===== src/rtl/scp_pkg.sv =====
// Shared constants and types for the system clock and power mode controller.
package scp_pkg;

	// Register offsets on the plain register port
	localparam logic [3:0] REG_SYS_MODE   = 4'h0;
	localparam logic [3:0] REG_WDT_CTRL   = 4'h1;
	localparam logic [3:0] REG_PWR_CTRL   = 4'h2;
	localparam logic [3:0] REG_MODE_STAT  = 4'h3;

	// Field positions in the system mode register
	localparam int SYSTEM_MODE_REGISTER_DIV_LSB   = 5;
	localparam int SYSTEM_MODE_REGISTER_FAST_WAKE = 4;
	localparam int SYSTEM_MODE_REGISTER_LF_RDY    = 3;
	localparam int SYSTEM_MODE_REGISTER_HF_RDY    = 2;
	localparam int SYSTEM_MODE_REGISTER_IDLE      = 1;
	localparam int SYSTEM_MODE_REGISTER_HL_SEL    = 0;

	// Field positions in the watchdog and power control registers
	localparam int WATCHDOG_CONTROL_REGISTER_KEEP_SYS  = 0;
	localparam int WATCHDOG_CONTROL_REGISTER_WDT_ON    = 1;
	localparam int PWR_LVD_EN     = 0;

	// Reset values
	localparam logic [7:0] SYSTEM_MODE_REGISTER_RST   = 8'h03;
	localparam logic       KEEP_RST   = 1'b0;
	localparam logic       WDT_ON_RST = 1'b0;
	localparam logic       LVD_RST    = 1'b0;

	// High-speed source choices of the configuration option
	localparam logic [1:0] HS_CRYSTAL = 2'h0;
	localparam logic [1:0] HS_EXT_RC  = 2'h1;
	localparam logic [1:0] HS_EXT_CLK = 2'h2;
	localparam logic [1:0] HS_INT_RC  = 2'h3;

	// Divider codes below this value select the low-frequency clock
	localparam logic [2:0] DIV_FIRST_HF = 3'h2;

	// Wake-up waits, counted in ticks of the source being restarted
	localparam logic [10:0] WAKE_CRYSTAL = 11'h400;
	localparam logic [10:0] WAKE_RC      = 11'h010;
	localparam logic [10:0] WAKE_INTERNAL_SLOW_RC    = 11'h002;
	localparam logic [10:0] WAKE_WARM    = 11'h002;

	// Operating modes; MODE_WAKE is the restart wait before a run mode, after a low-power mode or a slow to normal switch
	typedef enum logic [2:0] {
		MODE_NORMAL,
		MODE_SLOW,
		MODE_SLEEP_DEEP,
		MODE_SLEEP_LIGHT,
		MODE_IDLE_STOP,
		MODE_IDLE_RUN,
		MODE_WAKE
	} scp_mode_t;

endpackage


===== src/rtl/scp_clock_ctrl.sv =====
// System clock selection and operating mode sequencer.
//
// Design decisions made here: the register offsets and strobed register access.
`timescale 1ns/1ns

// How it works
// - System clock from fast or slow source
// - Fast source picked among four oscillators
// - Slow source is crystal or slow RC
// - Normal mode divides fast clock 1 to 64
// - Substitute and time-base clocks from slow oscillators
// - Substitute clock drives system during fast wake
// - Watchdog clock: substitute or system over four
// - Time-base clock feeds both time-base timers
// - Six modes; CPU stops outside run modes and fast wake
// - Switching to slow clock stops fast oscillator
// - Slow mode runs CPU, fast clock off
// - Halt without idle bit enters sleep
// - Deep sleep stops substitute, watchdog clocks
// - Voltage detect enabled blocks deep sleep
// - Light sleep keeps substitute clock when needed
// - Halt, idle, no keep: stopped idle
// - Stopped idle stops system clock and fast oscillator
// - Stopped idle watchdog clock follows its source
// - Halt, idle, keep: running idle
// - Running idle keeps system clock running
// - Divider code decodes slow or fast divisions
// - Select bit high picks undivided fast clock
// - Reset: idle and select high, divider zero
module scp_clock_ctrl
	import scp_pkg::*;
(
	input  wire logic       clk_i,            // Block clock, 250 MHz
	input  wire logic       reset_n_i,        // Async reset, active low
	input  wire logic [3:0] addr_i,           // Register address
	input  wire logic [7:0] wr_data_i,        // Register write data
	input  wire logic       wr_en_i,          // Write strobe
	input  wire logic       rd_en_i,          // Read strobe
	output logic      [7:0] rd_data_o,        // Read data, cycle after strobe
	input  wire logic       halt_i,           // CPU executed halt, pulse
	input  wire logic       wake_i,           // Wake-up event, pulse
	input  wire logic       hs_crystal_i,     // Fast crystal oscillator
	input  wire logic       hs_ext_rc_i,      // External RC oscillator
	input  wire logic       hs_ext_clk_i,     // External clock input
	input  wire logic       hs_int_rc_i,      // Internal fast RC
	input  wire logic       ls_crystal_i,     // Slow crystal oscillator
	input  wire logic       ls_int_rc_i,      // Internal slow RC
	input  wire logic [1:0] cfg_hs_src_i,     // Option: fast source
	input  wire logic       cfg_lf_rc_i,      // Option: slow clock from RC
	input  wire logic       cfg_sub_rc_i,     // Option: substitute from RC
	input  wire logic       cfg_tbc_rc_i,     // Option: time base from RC
	input  wire logic       cfg_wdt_sub_i,    // Option: watchdog on substitute
	output logic            cpu_clk_en_o,     // CPU clock tick
	output logic            sys_clk_en_o,     // System clock tick
	output logic            sub_clk_en_o,     // Substitute clock tick
	output logic            wdt_clk_en_o,     // Watchdog clock tick
	output logic            tbc_clk_en_o,     // Time-base clock tick
	output logic            wdt_enable_o,     // Watchdog function enabled
	output logic            hf_osc_en_o,      // Fast oscillator enable
	output logic            lf_osc_en_o       // Slow oscillators enable
);

	// Synchroniser stages for the oscillator and option inputs
	logic [12:0] meta_ff;
	logic [12:0] sync_ff;
	logic [5:0]  osc_last_ff;
	logic [5:0]  osc_edge;

	// Register state
	logic [7:0] system_mode_register_ff;
	logic       keep_sys_ff;
	logic       wdt_on_ff;
	logic       lvd_en_ff;
	logic [7:0] rd_data_ff;

	// Mode sequencer state
	scp_mode_t  mode_ff;
	scp_mode_t  from_ff;
	logic [10:0] wake_cnt_ff;
	logic [10:0] wake_need_ff;
	logic        fast_wake_ff;

	// Clock generation state
	logic [5:0] div_cnt_ff;
	logic [1:0] wdt_div_ff;
	logic       cpu_en_ff;
	logic       sys_en_ff;
	logic       sub_en_ff;
	logic       wdt_tick_ff;
	logic       tbc_en_ff;
	logic       wdt_enable_ff;
	logic       hf_osc_ff;
	logic       lf_osc_ff;

	// Decoded control terms
	logic [2:0] div_sel;
	logic       hl_sel;
	logic       sys_src_hf;
	logic       sub_needed;
	logic       is_run;
	logic       hf_on;
	logic       sub_on;
	logic       hf_tick;
	logic       lf_tick;
	logic       sub_tick;
	logic       tbc_tick;
	logic       div_tick;
	logic [5:0] div_mask;
	logic       sys_tick;
	logic       tgt_tick;
	logic       wake_tick;
	logic       wake_done;
	scp_mode_t  run_target;

	// Pins come from oscillator domains: two flops before any use
	always_ff @(posedge clk_i or negedge reset_n_i) begin
		if (!reset_n_i) begin
			meta_ff <= 13'h0000;
			sync_ff <= 13'h0000;
		end else begin
			meta_ff <= {cfg_wdt_sub_i, cfg_tbc_rc_i, cfg_sub_rc_i, cfg_lf_rc_i,
				cfg_hs_src_i, ls_int_rc_i, ls_crystal_i, hs_int_rc_i,
				hs_ext_clk_i, hs_ext_rc_i, hs_crystal_i, 1'b0};
			sync_ff <= meta_ff;
		end
	end

	// Rising edges of the synchronised oscillators become ticks
	always_ff @(posedge clk_i or negedge reset_n_i) begin
		if (!reset_n_i) begin
			osc_last_ff <= 6'h00;
		end else begin
			osc_last_ff <= sync_ff[6:1];
		end
	end

	assign osc_edge = sync_ff[6:1] & ~osc_last_ff;

	// Source selection from the configuration options
	always_comb begin
		case (sync_ff[8:7])
			HS_CRYSTAL: hf_tick = osc_edge[0];
			HS_EXT_RC:  hf_tick = osc_edge[1];
			HS_EXT_CLK: hf_tick = osc_edge[2];
			default:    hf_tick = osc_edge[3];
		endcase
	end

	assign lf_tick  = sync_ff[9]  ? osc_edge[5] : osc_edge[4];
	assign sub_tick = sync_ff[10] ? osc_edge[5] : osc_edge[4];
	assign tbc_tick = sync_ff[11] ? osc_edge[5] : osc_edge[4];

	// Clock select decode
	assign div_sel    = system_mode_register_ff[SYSTEM_MODE_REGISTER_DIV_LSB +: 3];
	assign hl_sel     = system_mode_register_ff[SYSTEM_MODE_REGISTER_HL_SEL];
	assign sys_src_hf = hl_sel || (div_sel >= DIV_FIRST_HF);
	assign run_target = sys_src_hf ? MODE_NORMAL : MODE_SLOW;
	assign sub_needed = lvd_en_ff || (wdt_on_ff && sync_ff[12]);
	assign is_run     = (mode_ff == MODE_NORMAL) || (mode_ff == MODE_SLOW);

	// Fast oscillator only runs while something needs it
	assign hf_on = (mode_ff == MODE_NORMAL)
		|| ((mode_ff == MODE_IDLE_RUN) && sys_src_hf)
		|| ((mode_ff == MODE_WAKE) && sys_src_hf);
	assign sub_on = (mode_ff != MODE_SLEEP_DEEP);

	// Divider mask: code 2 gives /64 down to code 7 giving /2
	always_comb begin
		case (div_sel)
			3'h2:    div_mask = 6'h3F;
			3'h3:    div_mask = 6'h1F;
			3'h4:    div_mask = 6'h0F;
			3'h5:    div_mask = 6'h07;
			3'h6:    div_mask = 6'h03;
			3'h7:    div_mask = 6'h01;
			default: div_mask = 6'h00;
		endcase
	end

	assign div_tick = hf_tick && ((div_cnt_ff & div_mask) == div_mask);

	// System clock tick before mode gating
	always_comb begin
		if (!sys_src_hf) begin
			sys_tick = lf_tick;
		end else if (hl_sel) begin
			sys_tick = hf_on && hf_tick;
		end else begin
			sys_tick = hf_on && div_tick;
		end
	end

	assign tgt_tick  = sys_src_hf ? (hf_on && hf_tick) : lf_tick;
	assign wake_tick = (mode_ff == MODE_WAKE) && fast_wake_ff && sub_tick;
	assign wake_done = tgt_tick && ((wake_cnt_ff + 11'h001) >= wake_need_ff);

	// Divider counter runs on the fast ticks
	always_ff @(posedge clk_i or negedge reset_n_i) begin
		if (!reset_n_i) begin
			div_cnt_ff <= 6'h00;
		end else if (hf_on && hf_tick) begin
			div_cnt_ff <= div_cnt_ff + 6'h01;
		end
	end

	// Restart wait depends on which oscillator was stopped
	function automatic logic [10:0] wake_need(input scp_mode_t from, input logic tgt_hf);
		logic [10:0] need;
		need = WAKE_WARM;
		if (from == MODE_IDLE_RUN) begin
			need = WAKE_WARM;
		end else if (tgt_hf) begin
			need = (sync_ff[8:7] == HS_CRYSTAL) ? WAKE_CRYSTAL : WAKE_RC;
		end else if (sync_ff[9]) begin
			need = WAKE_INTERNAL_SLOW_RC;
		end else if (from == MODE_SLEEP_DEEP) begin
			need = WAKE_CRYSTAL;
		end
		return need;
	endfunction

	// Mode sequencer
	always_ff @(posedge clk_i or negedge reset_n_i) begin
		if (!reset_n_i) begin
			mode_ff      <= MODE_NORMAL;
			from_ff      <= MODE_NORMAL;
			wake_cnt_ff  <= 11'h000;
			wake_need_ff <= WAKE_WARM;
			fast_wake_ff <= 1'b0;
		end else begin
			case (mode_ff)
				MODE_NORMAL, MODE_SLOW: begin
					if (halt_i) begin
						if (system_mode_register_ff[SYSTEM_MODE_REGISTER_IDLE]) begin
							mode_ff <= keep_sys_ff ? MODE_IDLE_RUN : MODE_IDLE_STOP;
						end else begin
							// Deep sleep refused while voltage detect is on
							mode_ff <= sub_needed ? MODE_SLEEP_LIGHT : MODE_SLEEP_DEEP;
						end
					end else if (mode_ff != run_target) begin
						if (sys_src_hf) begin
							// Fast oscillator was off: wait for it
							mode_ff      <= MODE_WAKE;
							from_ff      <= mode_ff;
							wake_cnt_ff  <= 11'h000;
							wake_need_ff <= wake_need(mode_ff, 1'b1);
							fast_wake_ff <= 1'b0;
						end else begin
							mode_ff <= MODE_SLOW;
						end
					end
				end
				MODE_SLEEP_DEEP, MODE_SLEEP_LIGHT, MODE_IDLE_STOP, MODE_IDLE_RUN: begin
					if (wake_i) begin
						mode_ff      <= MODE_WAKE;
						from_ff      <= mode_ff;
						wake_cnt_ff  <= 11'h000;
						wake_need_ff <= wake_need(mode_ff, sys_src_hf);
						// Fast wake only from light sleep and stopped idle
						fast_wake_ff <= system_mode_register_ff[SYSTEM_MODE_REGISTER_FAST_WAKE] && sys_src_hf
							&& (sync_ff[8:7] == HS_CRYSTAL)
							&& ((mode_ff == MODE_SLEEP_LIGHT)
							|| (mode_ff == MODE_IDLE_STOP));
					end
				end
				MODE_WAKE: begin
					if (wake_done) begin
						mode_ff <= run_target;
					end else if (tgt_tick) begin
						wake_cnt_ff <= wake_cnt_ff + 11'h001;
					end
				end
				default: begin
					mode_ff <= run_target;
				end
			endcase
		end
	end

	// Watchdog divide-by-four counts system ticks in clock-running modes
	always_ff @(posedge clk_i or negedge reset_n_i) begin
		if (!reset_n_i) begin
			wdt_div_ff <= 2'h0;
		end else if ((is_run || (mode_ff == MODE_IDLE_RUN)) && sys_tick) begin
			wdt_div_ff <= wdt_div_ff + 2'h1;
		end
	end

	// Gated clock ticks, registered so every output leaves a flop
	always_ff @(posedge clk_i or negedge reset_n_i) begin
		if (!reset_n_i) begin
			cpu_en_ff   <= 1'b0;
			sys_en_ff   <= 1'b0;
			sub_en_ff   <= 1'b0;
			wdt_tick_ff <= 1'b0;
			tbc_en_ff   <= 1'b0;
		end else begin
			cpu_en_ff <= (is_run && sys_tick) || wake_tick;
			sys_en_ff <= ((is_run || (mode_ff == MODE_IDLE_RUN)) && sys_tick)
				|| wake_tick;
			sub_en_ff <= sub_on && sub_tick;
			tbc_en_ff <= (mode_ff != MODE_SLEEP_DEEP)
				&& (mode_ff != MODE_SLEEP_LIGHT) && tbc_tick;
			if (sync_ff[12]) begin
				wdt_tick_ff <= sub_on && sub_tick;
			end else begin
				// System over four stops with the system clock
				wdt_tick_ff <= (is_run || (mode_ff == MODE_IDLE_RUN)) && sys_tick
					&& (wdt_div_ff == 2'h3);
			end
		end
	end

	// Oscillator enables and watchdog function gate
	always_ff @(posedge clk_i or negedge reset_n_i) begin
		if (!reset_n_i) begin
			hf_osc_ff     <= 1'b1;
			lf_osc_ff     <= 1'b1;
			wdt_enable_ff <= 1'b0;
		end else begin
			hf_osc_ff     <= hf_on;
			// Slow oscillators rest only in deep sleep; wake restarts them
			lf_osc_ff     <= (mode_ff != MODE_SLEEP_DEEP);
			wdt_enable_ff <= wdt_on_ff && (mode_ff != MODE_SLEEP_DEEP);
		end
	end

	// Software-visible control registers
	always_ff @(posedge clk_i or negedge reset_n_i) begin
		if (!reset_n_i) begin
			system_mode_register_ff     <= SYSTEM_MODE_REGISTER_RST;
			keep_sys_ff <= KEEP_RST;
			wdt_on_ff   <= WDT_ON_RST;
			lvd_en_ff   <= LVD_RST;
		end else if (wr_en_i) begin
			case (addr_i)
				REG_SYS_MODE: begin
					// Ready flags are read-only and never stored
					system_mode_register_ff <= wr_data_i & 8'hF3;
				end
				REG_WDT_CTRL: begin
					keep_sys_ff <= wr_data_i[WATCHDOG_CONTROL_REGISTER_KEEP_SYS];
					wdt_on_ff   <= wr_data_i[WATCHDOG_CONTROL_REGISTER_WDT_ON];
				end
				REG_PWR_CTRL: begin
					lvd_en_ff <= wr_data_i[PWR_LVD_EN];
				end
				default: begin
				end
			endcase
		end
	end

	// Read data stands only in the cycle after the strobe
	always_ff @(posedge clk_i or negedge reset_n_i) begin
		if (!reset_n_i) begin
			rd_data_ff <= 8'h00;
		end else if (rd_en_i) begin
			case (addr_i)
				REG_SYS_MODE: begin
					rd_data_ff <= system_mode_register_ff & 8'hF3;
					rd_data_ff[SYSTEM_MODE_REGISTER_LF_RDY] <= lf_osc_ff && (mode_ff != MODE_WAKE);
					rd_data_ff[SYSTEM_MODE_REGISTER_HF_RDY] <= hf_on && (mode_ff != MODE_WAKE);
				end
				REG_WDT_CTRL: rd_data_ff <= {6'h00, wdt_on_ff, keep_sys_ff};
				REG_PWR_CTRL: rd_data_ff <= {7'h00, lvd_en_ff};
				REG_MODE_STAT: rd_data_ff <= {5'h00, mode_ff};
				default: rd_data_ff <= 8'h00;
			endcase
		end else begin
			rd_data_ff <= 8'h00;
		end
	end

	assign rd_data_o    = rd_data_ff;
	assign cpu_clk_en_o = cpu_en_ff;
	assign sys_clk_en_o = sys_en_ff;
	assign sub_clk_en_o = sub_en_ff;
	assign wdt_clk_en_o = wdt_tick_ff;
	assign tbc_clk_en_o = tbc_en_ff;
	assign wdt_enable_o = wdt_enable_ff;
	assign hf_osc_en_o  = hf_osc_ff;
	assign lf_osc_en_o  = lf_osc_ff;
endmodule


===== config.mk =====
export PLATFORM = sky130hd
export DESIGN_NAME = scp_clock_ctrl
export DESIGN_NICKNAME = d
export VERILOG_FILES = /design/src/rtl/scp_pkg.sv /design/src/rtl/scp_clock_ctrl.sv
export SDC_FILE = /design/constraint.sdc
export NUM_CORES = 1
export LEC_CHECK = 0
export BUFFER_PORTS_ARGS = -buffer_cell sky130_fd_sc_hd__buf_2
export CAP_MARGIN = 20
export CORE_MARGIN = 4
export CORE_UTILIZATION = 57
export CTS_CLUSTER_DIAMETER = 40
export DETAILED_ROUTE_END_ITERATION = 8
export PLACE_DENSITY = 0.79
export SLEW_MARGIN = 10
export SYNTH_ARGS = -nofsm -noshare
export SYNTH_HDL_FRONTEND = slang
export SYNTH_SLANG_ARGS = --single-unit
export TNS_END_PERCENT = 1

===== constraint.sdc =====
create_clock -name clk_i -period 2.89 [get_ports clk_i]
set_clock_uncertainty 0.2 [all_clocks]
set_input_delay 0.4335 -clock clk_i [delete_from_list [all_inputs] [get_ports clk_i]]
set_output_delay 0.4335 -clock clk_i [all_outputs]
set_load 0.03 [all_outputs]

**Word-level counts from Yosys, hierarchy flattened**

Cells that the tools add are included.

- Add/sub/neg operators: 3
- Order comparisons: 2
- Equal/unequal tests: 31
- Muxes and demuxes: 44
- Bitwise gates (word level): 3
- Reductions and logical operators: 43

Operators with widths:

| cell | count |
|---|---|
| $mux 11 | 16 |
| $pmux 6 s6 | 1 |
| $pmux 11 s3 | 1 |
| $pmux 8 s4 | 1 |
| $pmux 11 s2 | 1 |
| $eq 3x3->1 const B | 7 |
| $logic_and 1x1->1 | 21 |
| $mux 3 | 6 |
| $mux 1 | 14 |
| $ne 2x2->1 const B | 7 |
| $and 6x6->6 | 2 |
| $eq 3x2->1 const B | 4 |
| $add 11x1->11 const B | 1 |
| $ge 11x11->1 | 1 |
| $logic_or 1x1->1 | 9 |
| $pmux 3 s3 | 1 |
| $eq 4x2->1 const B | 2 |
| $mux 8 | 1 |
| $reduce_and 7->1 | 1 |
| $add 6x1->6 const B | 1 |
| $eq 6x6->1 | 1 |
| $ne 3x2->1 const B | 2 |
| $ne 3x3->1 const B | 2 |
| $not 6->6 | 1 |
| other kinds (19) | 22 |

- Register bits: 89
- Output and inout bits: 16

**Depth between registers and ports, before layout**

- Depth in word-level cells: 11
- Depth in mapped cells: 12

**Worst setup path after synthesis**

No wires, ideal clock.

- Path type: register -> register
- Start point: reg wake_cnt_ff[0]
- End point: reg wake_cnt_ff[5]
- Setup time: 0.120 ns
- Data arrival time: 2.344 ns
- Setup slack: 0.226 ns
- Stages on the path, launching flop included: 13
- Path buffers: 2
- Clock period less this slack: 2.664 ns
- Cells stage by stage: dfrtp_1 > ha_1 > and4_4 > buf_6 > and3_1 > nand4_1 > xnor2_1 > ha_1 > nand2b_1 > a21oi_2 > buf_6 > nand2_1 > a31o_1

- Longest elaborated chain between the ends: 5

RTL lines:

| what | line | RTL |
|---|---|---|
| from (decl) | scp_clock_ctrl.sv:79 | `logic [10:0] wake_cnt_ff;` |
| from (signal assigned) | scp_clock_ctrl.sv:270 | `wake_cnt_ff <= wake_cnt_ff + 11'h001;` |
| $add 11x1->11 * | scp_clock_ctrl.sv:195, scp_clock_ctrl.sv:270 |  |
| $ge 11x11->1 | scp_clock_ctrl.sv:195 | `assign wake_done = tgt_tick && ((wake_cnt_ff + 11'h001) >= wake_need_ff);` |
| $logic_and 1x1->1 | scp_clock_ctrl.sv:195 |  |
| $ne 2x2->1 (no line) | -- |  |
| $reduce_and 7->1 (no line) | -- |  |

Every way passes the cells marked *; elsewhere a longest branch is shown, timed or not. The select of a mux whose other input is x is not followed.
A chain may end at the register's enable or synchronous reset.

**Worst setup path after layout**

- Start point: reg wake_cnt_ff[1]
- End point: reg wake_cnt_ff[5]

The elaborated chain is that of the path after synthesis.

==> results.sh <==
export IMPL_relSlewSlack_pct=34.44
export IMPL_globalplace_congestion=0.9060
export IMPL_cts_tree="yes"
export IMPL_grtUsageTotal_pct=20.60
export IMPL_worst_pin_slew_ns=0.9835
export IMPL_path_max_fanout=12
export IMPL_syn_cell_area_sq_um=3665
export IMPL_synthAdderAreaFrac_pct=2.048
export IMPL_hold_violations=0
export IMPL_grt_pass1_vias=2644
export IMPL_endpoint_kind="flip-flop"
export IMPL_dieArea_sq_um=7777
export IMPL_max_freq_ghz=0.3654
export IMPL_yosysSeqAreaShare_pct=55.48
export IMPL_routed_wl_um=7373
export IMPL_die_x_um=88.19
export IMPL_power_frac_comb_pct=32.4
export IMPL_cp_required_ns=2.93
export IMPL_synth_edf_count=0
export IMPL_ys_flop_type="dfrtp_1"
export IMPL_final_core_util_pct=70.18
export IMPL_nets=427
export IMPL_port_buffers=43
export IMPL_p_int_w=0.002179
export IMPL_core_area_sq_um=6096
export IMPL_ys_types=62
export IMPL_cts_setup_buffers=0
export IMPL_route_detailed_drc=0
export IMPL_swShare_pct=36.82
export IMPL_critPathArrivalTime_ns=2.78
export IMPL_powerDensity_nw_per_um2=806.1
export IMPL_seqPwrFrac_pct=43.3
export IMPL_min_period_ns=2.737
export IMPL_viasPerCell=5.754
export IMPL_period_share_pct=94.70
export IMPL_synth_simple_area_share_pct=16.56
export IMPL_power_switching_w=0.001270
export IMPL_dp_hpwl_um=4894
export IMPL_clkTransAtPathRegs_ns=0.08
export IMPL_drtIter0Drc=175
export IMPL_clock_power_share_pct=24.3
export IMPL_setup_tns_final_ns=0
export IMPL_async_reset_ff_share_pct=100.0
export IMPL_worstSetupStartpointType="flip-flop"
export IMPL_cts_buffers=9
export IMPL_synthToLayoutAreaGrowth_pct=16.73
export IMPL_die_y_um=88.19
export IMPL_vdd_ir_drop_max_mv=0.5550
export IMPL_slew_violations=0
export IMPL_synth_xor_area_share_pct=2.868
export IMPL_yosys_warnings=0
export IMPL_cellLeakagePower_nw=2.004
export IMPL_outcome="completed"
export IMPL_firstDrtPassIters=5
export IMPL_cap_violations=0
export IMPL_path_class="reg2reg"
export IMPL_layout_drive_gt1_share_pct=25.00
export IMPL_synth_net_count=368
export IMPL_htree_levels=3
export IMPL_cts_root_buffer="clkbuf_8"
export IMPL_hp_class="in2async"
export IMPL_ant_nets=0
export IMPL_io_pins=46
export IMPL_synth_mux_area_share_pct=5.770
export IMPL_grt_pass1_wl_um=12200
export IMPL_synth_top_family_by_area="simple AND/OR/NAND/NOR gates"
export IMPL_rows=28
export IMPL_wire_per_inst_um=15.65
export IMPL_initial_core_util_pct=60.12
export IMPL_antenna_found_initial=0
export IMPL_syn_avg_cell_area_sq_um=11.04
export IMPL_postSynthCellCount=332
export IMPL_vias=2710
export IMPL_insertion_delay_ns=0.35
export IMPL_synth_seq_cells=81
export IMPL_cts_buffer_depth=2
export IMPL_synth_compound_area_share_pct=13.52
export IMPL_num_antenna_cells=0
export IMPL_clock_sinks=81
export IMPL_setup_violations=0
export IMPL_grt_ovfl_total=0
export IMPL_grt_max_degree=82
[final cells by class]
type | count | area (sq um)
clock buffers | 9 | 123.9
flip-flops and latches | 81 | 2033
well taps | 75 | 93.84
clock inverters | 7 | 76.32
repair buffers | 65 | 416.7
inverters | 10 | 37.54
multi-input cells | 224 | 1496
fillers | 450 | 1818
[flip-flops by register name, indices dropped and copies added (netlist names), 2 cells and up]
name,flops
meta_ff,12
sync_ff,12
wake_cnt_ff,11
rd_data_o,8
div_cnt_ff,6
osc_last_ff,6
system_mode_register_ff,6
mode_ff,3
wake_need_ff,3
wdt_div_ff,2
[cells in the mapped netlist, types with 2 or more instances]
cell type	count	area, sq um
clkbuf_1	5	18.77
nand2b_1	9	56.30
o211a_1	2	20.02
a31o_2	2	17.52
nor2_1	28	105.1
nor3b_1	2	15.01
mux2i_1	2	20.02
a31oi_1	5	31.28
nand3b_1	3	22.52
o21ai_0	11	55.05
nor2b_1	5	31.28
dfstp_2	5	131.4
mux4_2	2	45.04
nor4_1	2	12.51
mux2_2	12	135.1
nor3_1	8	40.04
buf_6	3	33.78
a22o_1	4	35.03
o31ai_1	3	22.52
and2_1	5	31.28
nand2_1	28	105.1
a21oi_1	18	90.09
inv_1	10	37.54
ha_1	6	75.07
xnor2_1	8	70.07
nand4_1	6	37.54
buf_2	7	35.03
nand3_1	7	35.03
a21o_1	5	37.54
and3_1	7	43.79
dfrtp_1	76	1902
xor2_1	4	35.03
o21ai_1	3	15.01
[worst max-delay path: stages (launching register included)]
cell,delay [ns]
dfrtp_1,0.37
ha_2,0.22
nand3_1,0.10
xnor2_1,0.17
ha_1,0.21
nor2b_1,0.14
o2111a_1,0.21
o211ai_1,0.09
a211o_1,0.27
a21oi_2,0.20
buf_6,0.17
nand2_1,0.06
a31o_1,0.21
[routing by layer]
layer | routed length, um | GRT usage [%] | part of all wire, % | vias up
met5 | 0 | 0 | 0 | -
met4 | 153 | 9.066 | 2.1 | 0
met3 | 396 | 4.233 | 5.4 | 19
met2 | 3642 | 33.99 | 49 | 92
met1 | 3181 | 26.29 | 43 | 1302
li1 | - | - | - | 1297
[kinds of logic (layout without fill, tap and decap cells)]
kind of cell               count (synthesis)  in the layout
DFF                                       81             81
adders and majority gates                  6              6
xor gates and xnor gates                  12             12
AOI/OAI and AO/OA                         71             71
buffers and inverters                     27             91
and+or+nand+nor                          118            118
muxes                                     17             17
[worst paths after layout]
kind	endpoint	depth (start not counted)	slack (ns)	start
max	wake_cnt_ff[5]	12	0.15	wake_cnt_ff[1]
min	wake_cnt_ff[5]	1	0.04	reset_n_i
max reg2reg	wake_cnt_ff[5]	12	0.15	wake_cnt_ff[1]
min reg2reg	sync_ff[6]	0	0.15	meta_ff[6]
max in group asynchronous	meta_ff[5]	1	1.82	reset_n_i
min in group clk_i	system_mode_register_ff[7]	2	0.11	wr_data_i[7]
[per-stage QoR]
stage / worst slack [ns] / instance area (sq um) / total power [W] / cells / hold WS, ns
final: 0.1533 / 4278 / 0.003448 / 471 / 0.03813
after detailed placement: 0.1876 / 3951 / 0.002593 / 443 / 0.1347
after global placement: 0.2362 / 3951 / 0.002544 / 443 / 0.1319
after global routing: -0.004610 / 4278 / 0.003658 / 471 / 0.09337
after CTS: 0.1230 / 4272 / 0.003450 / 471 / 0.07677
after floorplan: 0.2262 / 3665 / 0.002287 / 332 / -0.06209
[layout by cell type (no fill, tap or decap), types with 3 or more instances in the layout]
cell type       n
nand3b_1        3
xnor2_1         8
nand2_1        28
buf_2          42
o21ai_1         3
a21o_1          5
nand4_1         6
dlygate4sd3_1  12
mux2_2         12
dfstp_2         5
ha_1            5
buf_4          10
clkbuf_8        9
nor3_1          8
nor2b_1         5
a21oi_1        18
a22o_1          4
nand3_1         7
o21ai_0        11
nor2_1         28
a31oi_1         5
nand2b_1        9
dfrtp_1        76
o31ai_1         3
xor2_1          4
and3_1          7
and2_1          5
inv_1          10
[power by group through the flow]
stage / registers [W] / logic [W] / clock network, W
after floorplan: 0.00151 / 0.000782 / 0
after global placement: 0.00150 / 0.00104 / 0
after detailed placement: 0.00151 / 0.00108 / 0
after CTS: 0.00149 / 0.00111 / 0.000855
after global routing: 0.00152 / 0.00123 / 0.000912
final: 0.00149 / 0.00112 / 0.000837
[repair_timing]
action	CTS	global route
resized for setup	0	2
endpoints found under the setup margin	0	2
endpoints found under the hold margin	12	0
hold buffers	12	0
Power figures use the tool's default switching activity.
